File: config.mk
export PLATFORM = sky130hd
export DESIGN_NAME = double_speed_clock_select
export DESIGN_NICKNAME = d
export VERILOG_FILES = /design/src/rtl/double_speed_clock_select.v /design/src/rtl/rate_divider.v
export VERILOG_INCLUDE_DIRS = /design/src /design/src/rtl
export SDC_FILE = /design/constraint.sdc
export NUM_CORES = 1
export LEC_CHECK = 0
export BUFFER_PORTS_ARGS = -buffer_cell sky130_fd_sc_hd__buf_4
export CAP_MARGIN = 15
export CORE_ASPECT_RATIO = 1.75
export CORE_MARGIN = 2
export CORE_UTILIZATION = 40
export DETAILED_ROUTE_END_ITERATION = 8
export PLACE_DENSITY = 0.7
export SLEW_MARGIN = 30
export SYNTH_ARGS = -nofsm -noshare
export SYNTH_HDL_FRONTEND = slang
export SYNTH_SLANG_ARGS = --single-unit
File: constraint.sdc
create_clock -name mclk -period 1.8 [get_ports mclk]
set_input_delay 0.18 -clock mclk [delete_from_list [all_inputs] [get_ports mclk]]
set_output_delay 0.18 -clock mclk [all_outputs]
set_load 0.1 [all_outputs]
File: src/rtl/clk_speed_consts.vh
// constants for the double-speed clock select block
`ifndef CLK_SPEED_CONSTS_VH
`define CLK_SPEED_CONSTS_VH
`define SPEED_SEL_ADDR      8'h8f
`define SPEED_SEL_RESET     8'h00
`define BIT_HALF_PERIOD     0
`define BIT_TIMER_ZERO      1
`define BIT_TIMER_ONE       2
`define BIT_TIMER_TWO       3
`define BIT_SERIAL          4
`define BIT_COUNTER_ARRAY   5
`define BIT_WATCHDOG        6
`define BIT_FIELDBUS        7
`define PERIPH_COUNT        7
`define PERIODS_FAST        4'h6
`define PERIODS_STD         4'hc
`define PHASE_CNT_W         4
`endif

File: src/rtl/double_speed_clock_select.v
// speed-select register and clock-enable generation for core and peripherals
`timescale 1ns/1ps
`include "clk_speed_consts.vh"
// Behaviour
// - standard mode halves crystal before phase generator
// - software can disable halving via register write
// - boot fuse starts device in double speed
// - global bit selects six or twelve periods
// - global bit cleared after reset by default
// - global bit speeds the CPU and peripherals whose own bit is clear
// - peripheral doubles only when its bit cleared
// - double speed bypasses halving divider
// - mode change taken on halved clock rising edge
// - doubled peripheral time base halves, rates double
// - peripheral bit cleared six periods, set twelve
// - peripheral bits ignored while global bit clear
module double_speed_clock_select (
    input  wire       mclk,                  // system clock
    input  wire       srst,                  // synchronous reset
    input  wire       crystal_input,         // one pulse per crystal period
    input  wire       boot_fast_clock_fuse,  // fuse: start in double speed
    input  wire [7:0] sfr_addr,              // special function address
    input  wire [7:0] sfr_wdata,             // write data
    input  wire       sfr_wr,                // write strobe
    input  wire       sfr_rd,                // read strobe
    output reg  [7:0] sfr_rdata,             // read data
    output reg        sfr_rvalid,            // read data valid
    output wire       half_period_mode,      // applied double-speed state
    output wire       cpu_cycle_en,          // one pulse per machine cycle
    output wire [6:0] periph_cycle_en        // one pulse per periph cycle
);
    // ****************************************
    // state codes and decode functions
    // ****************************************
    // one-hot boot sequence codes
    localparam ST_W         = 2;
    localparam ST_LOAD_FUSE = 2'h1;
    localparam ST_RUN       = 2'h2;

    // bus address selects the speed-select register
    function sel_match;
        input [7:0] addr;
        begin
            sel_match = (addr == `SPEED_SEL_ADDR);
        end
    endfunction

    // twelve ticks only when the global and own bit are both set
    function six_periods;
        input global_fast;
        input own_slow;
        begin
            six_periods = !global_fast || !own_slow;
        end
    endfunction

    // ****************************************
    // storage and wiring
    // ****************************************
    // register and boot sequence
    reg  [7:0]               clock_speed_select;
    reg  [7:0]               next_speed_select;
    reg  [ST_W-1:0]          boot_state;
    reg  [ST_W-1:0]          next_boot_state;
    reg  [7:0]               next_rdata;
    reg                      next_rvalid;

    // halving divider and applied mode
    reg                      half_div;
    reg                      next_half_div;
    reg                      applied_fast;
    reg                      next_applied_fast;
    wire                     half_rise;
    wire                     core_tick;

    // peripheral count selects
    wire [`PERIPH_COUNT-1:0] periph_six;

    // ****************************************
    // boot sequence: one cycle to pick up the fuse
    // ****************************************
    // the register leaves reset at zero and takes the fuse one edge later
    always @* begin
        case (boot_state)
            ST_LOAD_FUSE: begin
                next_boot_state = ST_RUN;
            end
            ST_RUN: begin
                next_boot_state = ST_RUN;
            end
            default: begin
                next_boot_state = ST_LOAD_FUSE;
            end
        endcase
    end

    always @(posedge mclk) begin
        if (srst) begin
            boot_state <= ST_LOAD_FUSE;
        end else begin
            boot_state <= next_boot_state;
        end
    end

    // ****************************************
    // speed-select register
    // ****************************************
    // register bits apply at once; only the global bit waits for the edge
    always @* begin
        next_speed_select = clock_speed_select;
        case (boot_state)
            ST_LOAD_FUSE: begin
                // a bus write in this cycle is dropped
                next_speed_select[`BIT_HALF_PERIOD] =
                    boot_fast_clock_fuse;
            end
            ST_RUN: begin
                if (sfr_wr && sel_match(sfr_addr)) begin
                    next_speed_select = sfr_wdata;
                end
            end
            default: begin
                next_speed_select = `SPEED_SEL_RESET;
            end
        endcase
    end

    always @(posedge mclk) begin
        if (srst) begin
            clock_speed_select <= `SPEED_SEL_RESET;
        end else begin
            clock_speed_select <= next_speed_select;
        end
    end

    // ****************************************
    // read path
    // ****************************************
    // data and valid answer one cycle after the strobe
    always @* begin
        next_rvalid = sfr_rd;
        if (sfr_rd && sel_match(sfr_addr)) begin
            next_rdata = clock_speed_select;
        end else begin
            // unmapped addresses read as zero
            next_rdata = 8'h00;
        end
    end

    always @(posedge mclk) begin
        if (srst) begin
            sfr_rdata  <= 8'h00;
            sfr_rvalid <= 1'h0;
        end else begin
            sfr_rdata  <= next_rdata;
            sfr_rvalid <= next_rvalid;
        end
    end

    // ****************************************
    // input halving and glitch-free switch
    // ****************************************
    always @* begin
        next_half_div     = half_div;
        next_applied_fast = applied_fast;
        if (crystal_input) begin
            next_half_div = ~half_div;
            if (!half_div) begin
                // mode taken only as the halved clock rises
                next_applied_fast =
                    clock_speed_select[`BIT_HALF_PERIOD];
            end
        end
    end

    always @(posedge mclk) begin
        if (srst) begin
            half_div     <= 1'h0;
            applied_fast <= 1'h0;
        end else begin
            half_div     <= next_half_div;
            applied_fast <= next_applied_fast;
        end
    end

    assign half_rise        = crystal_input && !half_div;
    assign half_period_mode = applied_fast;
    // fast: every crystal period; standard: every other one
    assign core_tick = applied_fast ? crystal_input : half_rise;

    // ****************************************
    // cycle generation
    // ****************************************
    // counters keep running across a switch; only the tick source and
    // the count change, so no enable pulse is ever split
    rate_divider u_cpu (
        .mclk     (mclk),
        .srst     (srst),
        .tick_in  (core_tick),
        .fast     (1'b1),
        .cycle_en (cpu_cycle_en)
    );

    // enable bit order: 0 timer zero, 1 timer one, 2 timer two,
    // 3 serial, 4 counter array, 5 watchdog, 6 fieldbus
    genvar i;
    generate
        for (i = 0; i < `PERIPH_COUNT; i = i + 1) begin : g_periph
            // global clear: six halved ticks; own bit clear: six
            // undivided ticks; own bit set: twelve undivided ticks
            assign periph_six[i] = six_periods(
                applied_fast,
                clock_speed_select[`BIT_TIMER_ZERO + i]);
            rate_divider u_div (
                .mclk     (mclk),
                .srst     (srst),
                .tick_in  (core_tick),
                .fast     (periph_six[i]),
                .cycle_en (periph_cycle_en[i])
            );
        end
    endgenerate
endmodule // double_speed_clock_select

File: src/rtl/rate_divider.v
// counts clock enables and emits one pulse per machine or peripheral cycle
`timescale 1ns/1ps
`include "clk_speed_consts.vh"
module rate_divider (
    input  wire       mclk,      // system clock
    input  wire       srst,      // synchronous reset
    input  wire       tick_in,   // enable pulse of the source rate
    input  wire       fast,      // 1: 6 periods per cycle, 0: 12
    output reg        cycle_en   // one pulse per cycle
);
    reg [`PHASE_CNT_W-1:0] count;
    wire [`PHASE_CNT_W-1:0] limit;

    assign limit = fast ? `PERIODS_FAST : `PERIODS_STD;

    always @(posedge mclk) begin
        if (srst) begin
            count    <= {`PHASE_CNT_W{1'b0}};
            cycle_en <= 1'b0;
        end else begin
            cycle_en <= 1'b0;
            if (tick_in) begin
                if (count >= limit - 4'h1) begin
                    count    <= {`PHASE_CNT_W{1'b0}};
                    cycle_en <= 1'b1;
                end else begin
                    count <= count + 4'h1;
                end
            end
        end
    end
endmodule // rate_divider

==> impl_metrics.yaml, run 1 <==
placed_design:
  hpwl_um: 3971
  place_ws_ns: 0.1128
  gp_congestion: 0.7358
  numPortBuffers: 39
  place_inst: 420
die:
  chipHeight_um: 113.4
  core_mm2: 0.006588
  fp.dieW_um: 66.52
  ioPinCount: 40
  initial_core_util: 0.4154
  dieArea_mm2: 0.007544
  rows: 39
cells_and_area:
  multi_input_area_mm2: 0.001385
  final_common_cell: "dfxtp_1"
  fin_nets: 390
  drive_gt1_frac: 0.1898
  n_antenna_cell: 0
  most-common-layout-cells: "dfxtp_1, buf_4, a21oi_1"
  stdcell_count: 435
  final-seq-area_mm2: 0.001225
  utilization: 0.5113
  n_fill_cell: 639
  syn_to_final_growth_pct: 23.09
cts:
  cts_tree: "built"
  clk_pin_slew_ns: 0.05
  clock_latency_ns: 0.32
  clkSinkCount: 61
  cts_root_buf: "clkbuf_16"
  cts_made_buffers: 9
  cts_resized: 0
  cts_hold_buf: 0
  clock_path_buffers: 2
  htreeDepth: 3
  post-cts-setup-buffer-count: 0
critical_path:
  critical-path-max-stage-delay_ns: 0.41
  rr_worst_depth: 6
  crit_family: "compound AO/OA/AOI/OAI gates"
  cp-end-kind: "register"
  r2r-start: "clock_speed_select[7]"
  timing.rr.end: "g_periph[6].u_div.count[1]"
  crit_path_start_kind: "register"
  crit_chain: "nand2_1 -> ha_1 -> inv_1 -> a31o_2 -> a21oi_1 -> nor3_1"
  worst-path-buf-inv: 1
  cp-startpoint: "clock_speed_select[7]"
  r2r_slack_ns: 0.23
  critPathRequiredTime_ns: 1.99
  critPathKind: "register to register"
  cp_max_fo: 5
  critical-path-slowest-cell: "dfxtp_1"
  crit_arrival_ns: 1.76
routing:
  drc: 0
  drt_iter0_markers: 76
  postRouteAntennaNets: 0
  via_count: 2251
  post_drt_wl_per_cell_um: 12.82
  drt-pass1-iter-count: 4
  vias_per_cell: 5.175
  wl_um: 5576
run_status:
  status: "finished, final reports clean"
sta:
  drv_slew: 0
  max_freq_mhz: 635.2
  clock_skew_ns: 0.003045
  final_hold_viol_count: 0
  slew_headroom: 0.7519
  grt_setup_unrepaired: "false"
  setup_violations: 0
  tightestPinTransition_ns: 0.3722
  setup_slack_ns: 0.2257
  hold_ws_ns: 0.1170
  fin_crit_ns: 1.574
  fin_crit_sh: 0.8746
  tns_ns: 0
power:
  p_leak_nw: 1.402
  vdd_ir_drop_max_uv: 619.0
  power_density_mw_per_mm2: 1024
yosys:
  synth_nets: 350
  syn_inst: 309
  synth_seq_cells: 61
  syn_area_mm2: 0.002736
  yosysUniqueCellTypes: 32
  avgSynthCellArea_um2: 8.856
  ys.warnings.count: 0
  yosysSeqAreaShare: 0.4463
min_path:
  min_to: "clock_speed_select[7]"
  hold_path_class: "input port to register"
  hp-start: "sfr_wdata[7]"
  hold_depth: 3
global_routing:
  first_global_vias: 2278
  grt_pass1_wl_um: 9977
  grt_max_degree: 32
  antenna_found_initial: 0
  overflow: 0
  grtUsageTotal: 0.1698
flow_run:
  cap_violations: 0
## per-stage QoR
step | power (mW) | area (µm²)
6_report | 3.449 | 3368
2_1_floorplan | 1.820 | 2741
3_5_place_dp | 1.978 | 3103
3_3_place_gp | 1.961 | 3103
5_1_grt | 3.633 | 3368
4_1_cts | 3.486 | 3368
## cell families after synthesis
family	count (synthesis)	share of synthesized area
AND/OR/NAND/NOR	114	0.2053
AO/OA/AOI/OAI	62	0.1299
flip-flops	61	0.4463
buffers and inverters	27	0.04755
XOR/XNOR	24	0.07682
adder cells (fa/ha/maj)	19	0.08688
multiplexers	2	0.007316
## worst max path at each step
stage / depth (start not counted) / end
after global routing: 5 / g_periph[2].u_div.count[1]
after floorplan: 6 / g_periph[0].u_div.count[1]
after global placement: 5 / clock_speed_select[0]
after detailed placement: 5 / clock_speed_select[0]
after CTS: 5 / g_periph[3].u_div.count[1]
final: 6 / g_periph[6].u_div.count[1]
## area by class of cell
cell class | instances | area share
multi-input combinational | 221 | 0.4112
sequential | 61 | 0.3637
inverter | 8 | 0.008915
clock inverter | 5 | 0.007801
tap | 82 | 0.03046
clock buffer | 10 | 0.07095
timing repair buffer | 48 | 0.1070
## per-layer routing
metal	track usage	up-vias	wire [µm]
met5	0	-	0
met4	0.07483	0	82
met3	0.04536	6	222
met2	0.3013	56	2991
met1	0.1835	1048	2280
li1	-	1141	-
## worst reg2reg max path: stages (launching register included)
cell	delay, ns
dfxtp_1	0.41
nand2_1	0.08
ha_1	0.27
inv_1	0.03
a31o_2	0.22
a21oi_1	0.34
nor3_1	0.10
## synthesized netlist by cell type (all sizes together)
cell	instances	share of area
a221o	6	0.022
ha	19	0.087
buf	10	0.024
nor2	24	0.033
mux2i	2	0.0073
nand4	3	0.0069
a31o	1	0.0032
or3	1	0.0023
nand2b	3	0.0069
or4b	1	0.0050
nor3b	1	0.0027
a22oi	1	0.0027
nor4	1	0.0046
dfxtp	61	0.45
o31a	1	0.0032
nand2	29	0.040
xor2	15	0.048
and2	9	0.021
o21bai	1	0.0027
xnor2	9	0.029
o21ai	20	0.037
and3	13	0.030
inv	8	0.011
nor3	11	0.020
a21oi	31	0.057
clkbuf	9	0.012
a211oi	1	0.0027
nor2b	2	0.0046
nand3	16	0.029
## power breakdown
group	total, mW	switching (mW)	internal [mW]	leakage (nW)
Sequential	1.51	0.0790	1.43	0.496
Combinational	0.436	0.246	0.190	0.767
Clock	1.50	0.556	0.949	0.138
Total	3.45	0.880	2.57	1.40
## flip-flops by register name, summed over array words and instances, names as in the netlist
signal                   cells
boot_state                   2
clock_speed_select           8
g_periph.u_div.count        28
g_periph.u_div.cycle_en      7
half_div                     1
half_period_mode             1
sfr_rdata                    8
sfr_rvalid                   1
u_cpu.count                  4
u_cpu.cycle_en               1
Power figures use the tool's default switching activity.
==> inputs of run 2 (changes only) <==
--- a/config.mk
+++ b/config.mk
@@ -6,13 +6,13 @@
 export SDC_FILE = /design/constraint.sdc
 export NUM_CORES = 1
 export LEC_CHECK = 0
-export BUFFER_PORTS_ARGS = -buffer_cell sky130_fd_sc_hd__buf_4
 export CAP_MARGIN = 15
 export CORE_ASPECT_RATIO = 1.75
 export CORE_MARGIN = 2
 export CORE_UTILIZATION = 40
 export DETAILED_ROUTE_END_ITERATION = 8
-export PLACE_DENSITY = 0.7
+export DONT_BUFFER_PORTS = 1
+export PLACE_DENSITY = 0.65
 export SLEW_MARGIN = 30
 export SYNTH_ARGS = -nofsm -noshare
 export SYNTH_HDL_FRONTEND = slang
==> constraint.sdc (replaced) <==
create_clock -name mclk -period 1.7 [get_ports mclk]
set_input_delay 0.17 -clock mclk [delete_from_list [all_inputs] [get_ports mclk]]
set_output_delay 0.17 -clock mclk [all_outputs]
set_load 0.1 [all_outputs]
==> run 2 against run 1 <==
Cell area grew 1.6%. Hold slack lost 0.042 ns. Final cell count fell by 1.4%. Clock-buffer cell count up 1. Combinational power is 10% higher. Critical path depth decreased by 2. Setup slack worse by 0.061 ns. Sequential power up 6%. Highest routed layer unchanged.
==> impl_metrics.yaml, run 2 (synthesized netlist as in run 1, its figures left out) <==
min_path:
  hold_depth: 3
  min_to: "u_cpu.count[2]"
  hold_path_class: "input port to register"
  hp-start: "crystal_input"
cts:
  clock_path_buffers: 2
  cts_made_buffers: 9
  cts_tree: "built"
  cts_root_buf: "clkbuf_16"
  clk_pin_slew_ns: 0.05
  clkSinkCount: 61
  htreeDepth: 3
  post-cts-setup-buffer-count: 0
  clock_latency_ns: 0.33
die:
  ioPinCount: 40
  initial_core_util: 0.4154
  core_mm2: 0.006588
  fp.dieW_um: 66.52
  chipHeight_um: 113.4
  rows: 39
  dieArea_mm2: 0.007544
routing:
  wl_um: 5592
  drt_iter0_markers: 81
  postRouteAntennaNets: 0
  via_count: 2201
  vias_per_cell: 5.131
  post_drt_wl_per_cell_um: 13.03
  drt-pass1-iter-count: 4
  drc: 0
sta:
  setup_violations: 0
  grt_setup_unrepaired: "false"
  drv_slew: 0
  final_hold_viol_count: 0
  max_freq_mhz: 651.3
  fin_crit_ns: 1.535
  clock_skew_ns: 0.004972
  tns_ns: 0
  fin_crit_sh: 0.9031
  setup_slack_ns: 0.1647
  tightestPinTransition_ns: 0.8033
  slew_headroom: 0.4627
cells_and_area:
  largestRegisters: "g_periph.u_div.count x28, clock_speed_select x8, sfr_rdata x8"
  fin_nets: 383
  n_fill_cell: 624
  final-seq-area_mm2: 0.001225
  fin_area_mm2: 0.003421
  utilization: 0.5193
  syn_to_final_growth_pct: 25.01
  regMostFlops: "g_periph.u_div.count"
  most-common-layout-cells: "dfxtp_1, a21oi_1, nand2_1"
  drive_gt1_frac: 0.1470
  largest_reg_flops: 28
  multi_input_area_mm2: 0.001393
  n_antenna_cell: 0
  final_common_cell: "dfxtp_1"
placed_design:
  dpl_cell_area_mm2: 0.002977
  place_ws_ns: 0.1371
  numPortBuffers: 0
  gp_congestion: 0.7931
  hpwl_um: 3862
critical_path:
  cp-end-kind: "register"
  r2r_slack_ns: 0.16
  critPathRequiredTime_ns: 1.96
  r2r-start: "half_period_mode"
  critPathKind: "register to register"
  rr_worst_depth: 4
  crit_arrival_ns: 1.80
  crit_path_start_kind: "register"
  timing.rr.end: "half_period_mode"
  cp_max_fo: 11
power:
  netSwitchingPower_uw: 959.5
  vdd_ir_drop_max_uv: 593.7
  power_mw: 3.958
  power_density_mw_per_mm2: 1157
  p_int_mw: 2.998
  seq_power_share: 0.403
  clkPwrFrac: 0.475
  swShare: 0.2424
  p_leak_nw: 1.388
  p_comb_frac: 0.121
global_routing:
  antenna_found_initial: 0
  overflow: 0
  grtUsageTotal: 0.1683
  grt_max_degree: 27
  first_global_vias: 2215
  grt_pass1_wl_um: 9577
flow_run:
  cap_violations: 0
run_status:
  status: "finished, final reports clean"
==> run 2: worst max-delay path by stage <==
stage | start | endpoint | slack, ns | cells after the start
after floorplan | half_period_mode | g_periph[1].u_div.count[1] | -0.03 | 6
after global placement | sfr_addr[5] | clock_speed_select[0] | 0.15 | 4
after detailed placement | sfr_addr[5] | clock_speed_select[0] | 0.14 | 4
after CTS | half_period_mode | u_cpu.count[0] | 0.11 | 6
after global routing | half_period_mode | half_period_mode | 0.03 | 4
final | half_period_mode | half_period_mode | 0.16 | 4
==> run 2: what timing repair did <==
item,in CTS,in global routing
endpoints found under the setup margin,0,4
hold endpoints to repair,25,0
resized for setup,0,1
hold buffers,12,0
==> run 2: layout make-up <==
type | count | area share
multi-input combinational | 221 | 0.4071
tap | 82 | 0.02999
sequential | 61 | 0.3581
inverter | 8 | 0.008778
clock inverter | 5 | 0.01646
clock buffer | 11 | 0.07718
timing repair buffer | 41 | 0.1024
==> run 2: metal layers <==
metal | wire, µm | global-route usage
met1 | 2194 | 0.1718
met2 | 2976 | 0.2913
met3 | 282 | 0.06410
met4 | 138 | 0.08435
met5 | 0 | 0
==> run 2: stage by stage <==
step | cells | hold WS [ns]
after global placement | 401 | 0.2386
final | 429 | 0.07510
after CTS | 429 | 0.07165
after floorplan | 309 | 0.2489
after global routing | 429 | 0.08055
after detailed placement | 401 | 0.2411
==> run 2: worst max-delay path, cell delays in order (launching register included) <==
cell	delay, ns
dfxtp_4	0.40
buf_4	0.31
mux2i_1	0.11
nor2_1	0.09
dlygate4sd3_1	0.55
==> run 2: power by group through the flow <==
stage	combinational, mW	sequential [mW]	clock [mW]
after global placement	0.423	1.62	0
after floorplan	0.310	1.63	0
after global routing	0.544	1.61	1.98
after CTS	0.478	1.60	1.92
after detailed placement	0.431	1.63	0
final	0.480	1.60	1.88
==> inputs of run 3 (changes only) <==
--- a/config.mk
+++ b/config.mk
@@ -10,10 +10,13 @@
 export CORE_ASPECT_RATIO = 1.75
 export CORE_MARGIN = 2
 export CORE_UTILIZATION = 40
+export CTS_CLUSTER_DIAMETER = 150
+export CTS_CLUSTER_SIZE = 12
 export DETAILED_ROUTE_END_ITERATION = 8
 export DONT_BUFFER_PORTS = 1
 export PLACE_DENSITY = 0.65
 export SLEW_MARGIN = 30
 export SYNTH_ARGS = -nofsm -noshare
 export SYNTH_HDL_FRONTEND = slang
+export SYNTH_HIERARCHICAL = 1
 export SYNTH_SLANG_ARGS = --single-unit
==> run 3 against run 2 <==
Clock power is essentially flat. Total power grew 2.9%. Setup slack lost 0.083 ns. Largest power group unchanged. Critical path depth grew 1. Final cell count grew 20%. Die area grew 24%. Register-to-register slack lost 0.08 ns. Sequential share of layout area shrank 7.2 points. First-iteration DRC count grew 96%. Cell area grew 25%. Clock skew is essentially flat.
==> impl_metrics.yaml, run 3 <==
run_status:
  status: "finished, final reports clean"
yosys:
  synth_common_cells: "dfxtp_1, ha_1, inv_1"
  synth_top_flop_cell: "dfxtp_1"
  yosys.area_share.simple: 0.2034
  synth.area.top_cells: "dfxtp_1, ha_1, a211oi_4"
  syn_inst: 352
  synthXorXnorAreaFrac: 0.02309
  yosysSeqAreaShare: 0.3576
  yosysMostFrequentCell: "dfxtp_1"
  async_flop_share: 0
  synth_seq_cells: 61
  synthMuxAreaShare: 0.005863
  synth_top_family_by_area: "compound AO/OA/AOI/OAI gates"
  synth_top_cell_area_share: 0.3576
  synth_edf_count: 0
  avgSynthCellArea_um2: 9.700
  syn_area_mm2: 0.003415
  ys.warnings.count: 6
  yosysTopAreaCell: "dfxtp_1"
  yosysUniqueCellTypes: 37
  synth_compound_area_frac: 0.2360
  synth_adder_area_share: 0.1246
min_path:
  hp-start: "srst"
  hold_path_class: "input port to register"
placed_design:
  numPortBuffers: 0
  hpwl_um: 5012
  gp_congestion: 0.7598
global_routing:
  grtUsageTotal: 0.1722
  first_global_vias: 2809
  overflow: 0
  antenna_found_initial: 0
  grt_pass1_wl_um: 12630
  grt_max_degree: 64
sta:
  max_freq_mhz: 617.8
  tns_ns: 0
  drv_slew: 0
  clock_skew_ns: 0.004647
  final_hold_viol_count: 0
  setup_violations: 0
  fin_crit_ns: 1.619
  fin_crit_sh: 0.9522
cells_and_area:
  final-seq-area_mm2: 0.001225
  final_common_cell: "dfxtp_1"
  largest_reg_flops: 28
  multi_input_area_mm2: 0.002166
  n_antenna_cell: 0
  regMostFlops: "g_periph.u_div/count"
  syn_to_final_growth_pct: 25.25
  fin_nets: 451
  most-common-layout-cells: "dfxtp_1, ha_1, inv_1"
  n_fill_cell: 766
  largestRegisters: "g_periph.u_div/count x28, clock_speed_select x8, sfr_rdata x8"
  drive_gt1_frac: 0.2225
critical_path:
  crit_arrival_ns: 1.83
  cp-startpoint: "half_period_mode"
  critPathRequiredTime_ns: 1.92
  r2r_slack_ns: 0.08
  critPathKind: "register to register"
  crit_path_start_kind: "register"
  r2r-start: "half_period_mode"
  cp-end-kind: "register"
  cp_max_fo: 9
routing:
  top_layer: "met4"
  via_count: 2754
  drc: 0
  met1_length_um: 2944
  post_drt_wl_per_cell_um: 14.08
  route.met3.wl_um: 220
  wl_um: 7250
  vias_per_cell: 5.348
  drt-pass1-iter-count: 4
  drt_iter0_markers: 159
  postRouteAntennaNets: 0
  dr_wl_met2_um: 3972
die:
  fp.dieW_um: 73.84
  initial_core_util: 0.4107
  chipHeight_um: 126.2
  ioPinCount: 40
  rows: 44
  dieArea_mm2: 0.009320
  core_mm2: 0.008313
cts:
  clk_pin_slew_ns: 0.05
  clock_latency_ns: 0.33
  htreeDepth: 3
  cts_made_buffers: 9
  cts_tree: "built"
  clkSinkCount: 61
  cts_root_buf: "clkbuf_16"
  clock_path_buffers: 2
flow_run:
  cap_violations: 0
power:
  p_leak_nw: 1.740
  vdd_ir_drop_max_uv: 613.2
  power_density_mw_per_mm2: 952.2
  power_mw: 4.072
[run 3: cell count changes after synthesis, moves of 9 or more]
cell / before / now
inv_1: 8 / 29
and3b_1: 0 / 16
nand3_1: 16 / 0
o2111ai_1: 0 / 16
o21ai_1: 0 / 16
a21oi_1: 31 / 16
ha_1: 19 / 34
nand2b_1: 3 / 17
and3_1: 13 / 1
o21ai_0: 20 / 8
nor3_1: 11 / 0
a31oi_1: 0 / 9
[run 3: path summary, 6_finish.rpt]
check                                                  end  cells past startpoint
worst max-delay path            g_periph[0].u_div/cycle_en                      5
worst min register to register       clock_speed_select[0]                      2
worst min-delay path            g_periph[5].u_div/cycle_en                      1
worst max register to register  g_periph[0].u_div/cycle_en                      5
[run 3: metrics by stage]
step | instance area, µm² | cells | hold slack, ns | util | worst slack [ns]
3_5_place_dp | 3760 | 487 | 0.2507 | 0.4523 | 0.03345
2_1_floorplan | 3490 | 354 | 0.2391 | - | -0.4829
6_report | 4277 | 515 | 0.03362 | 0.5144 | 0.08132
5_1_grt | 4277 | 515 | 0.03162 | 0.5144 | -0.01582
4_1_cts | 4183 | 513 | 0.01651 | 0.5032 | 0.02694
3_3_place_gp | 3760 | 487 | 0.2454 | 0.4523 | 0.06104
[run 3: layout make-up]
| class | count | area share |
|---|---|---|
| clock inverters | 3 | 0.009947 |
| flip-flops and latches | 61 | 0.2864 |
| well taps | 115 | 0.03365 |
| clock buffers | 13 | 0.06319 |
| multi-input cells | 258 | 0.5064 |
| inverters | 29 | 0.02604 |
| repair buffers | 36 | 0.07431 |
[run 3: repair_timing]
action | 4_1_cts | 5_1_grt
setup endpoints to repair | 0 | 23
hold buffers | 10 | 0
endpoints found under the hold margin | 43 | 0
setup buffers | 0 | 2
gates resized for setup | 0 | 14
[run 3: kinds of logic (layout without fill, tap and decap cells)]
| family | Yosys count | in the layout |
|---|---|---|
| muxes | 2 | 2 |
| buffers and inverters | 35 | 81 |
| other | 1 | 3 |
| xor gates and xnor gates | 9 | 9 |
| and+or+nand+nor | 112 | 112 |
| AOI/OAI and AO/OA | 98 | 98 |
| DFF | 61 | 61 |
| adders and majority gates | 34 | 34 |
[run 3: critical path: stages (launching register included)]
cell      delay, ns
dfxtp_4        0.41
nand2_1        0.12
ha_1           0.35
a211oi_4       0.31
o21ai_2        0.12
and3b_1        0.19
[run 3: report_power, final]
group / switching, mW / total (mW) / internal [mW]
Clock: 0.619 / 1.87 / 1.25
Sequential: 0.0907 / 1.60 / 1.51
Combinational: 0.315 / 0.605 / 0.290
Total: 1.02 / 4.07 / 3.05
[run 3: metal layers]
| layer | vias to the layer above | GRT usage |
|---|---|---|
| met5 | - | 0 |
| met4 | 0 | 0.06952 |
| met3 | 10 | 0.04400 |
| met2 | 39 | 0.3088 |
| met1 | 1330 | 0.1849 |
| li1 | 1375 | - |
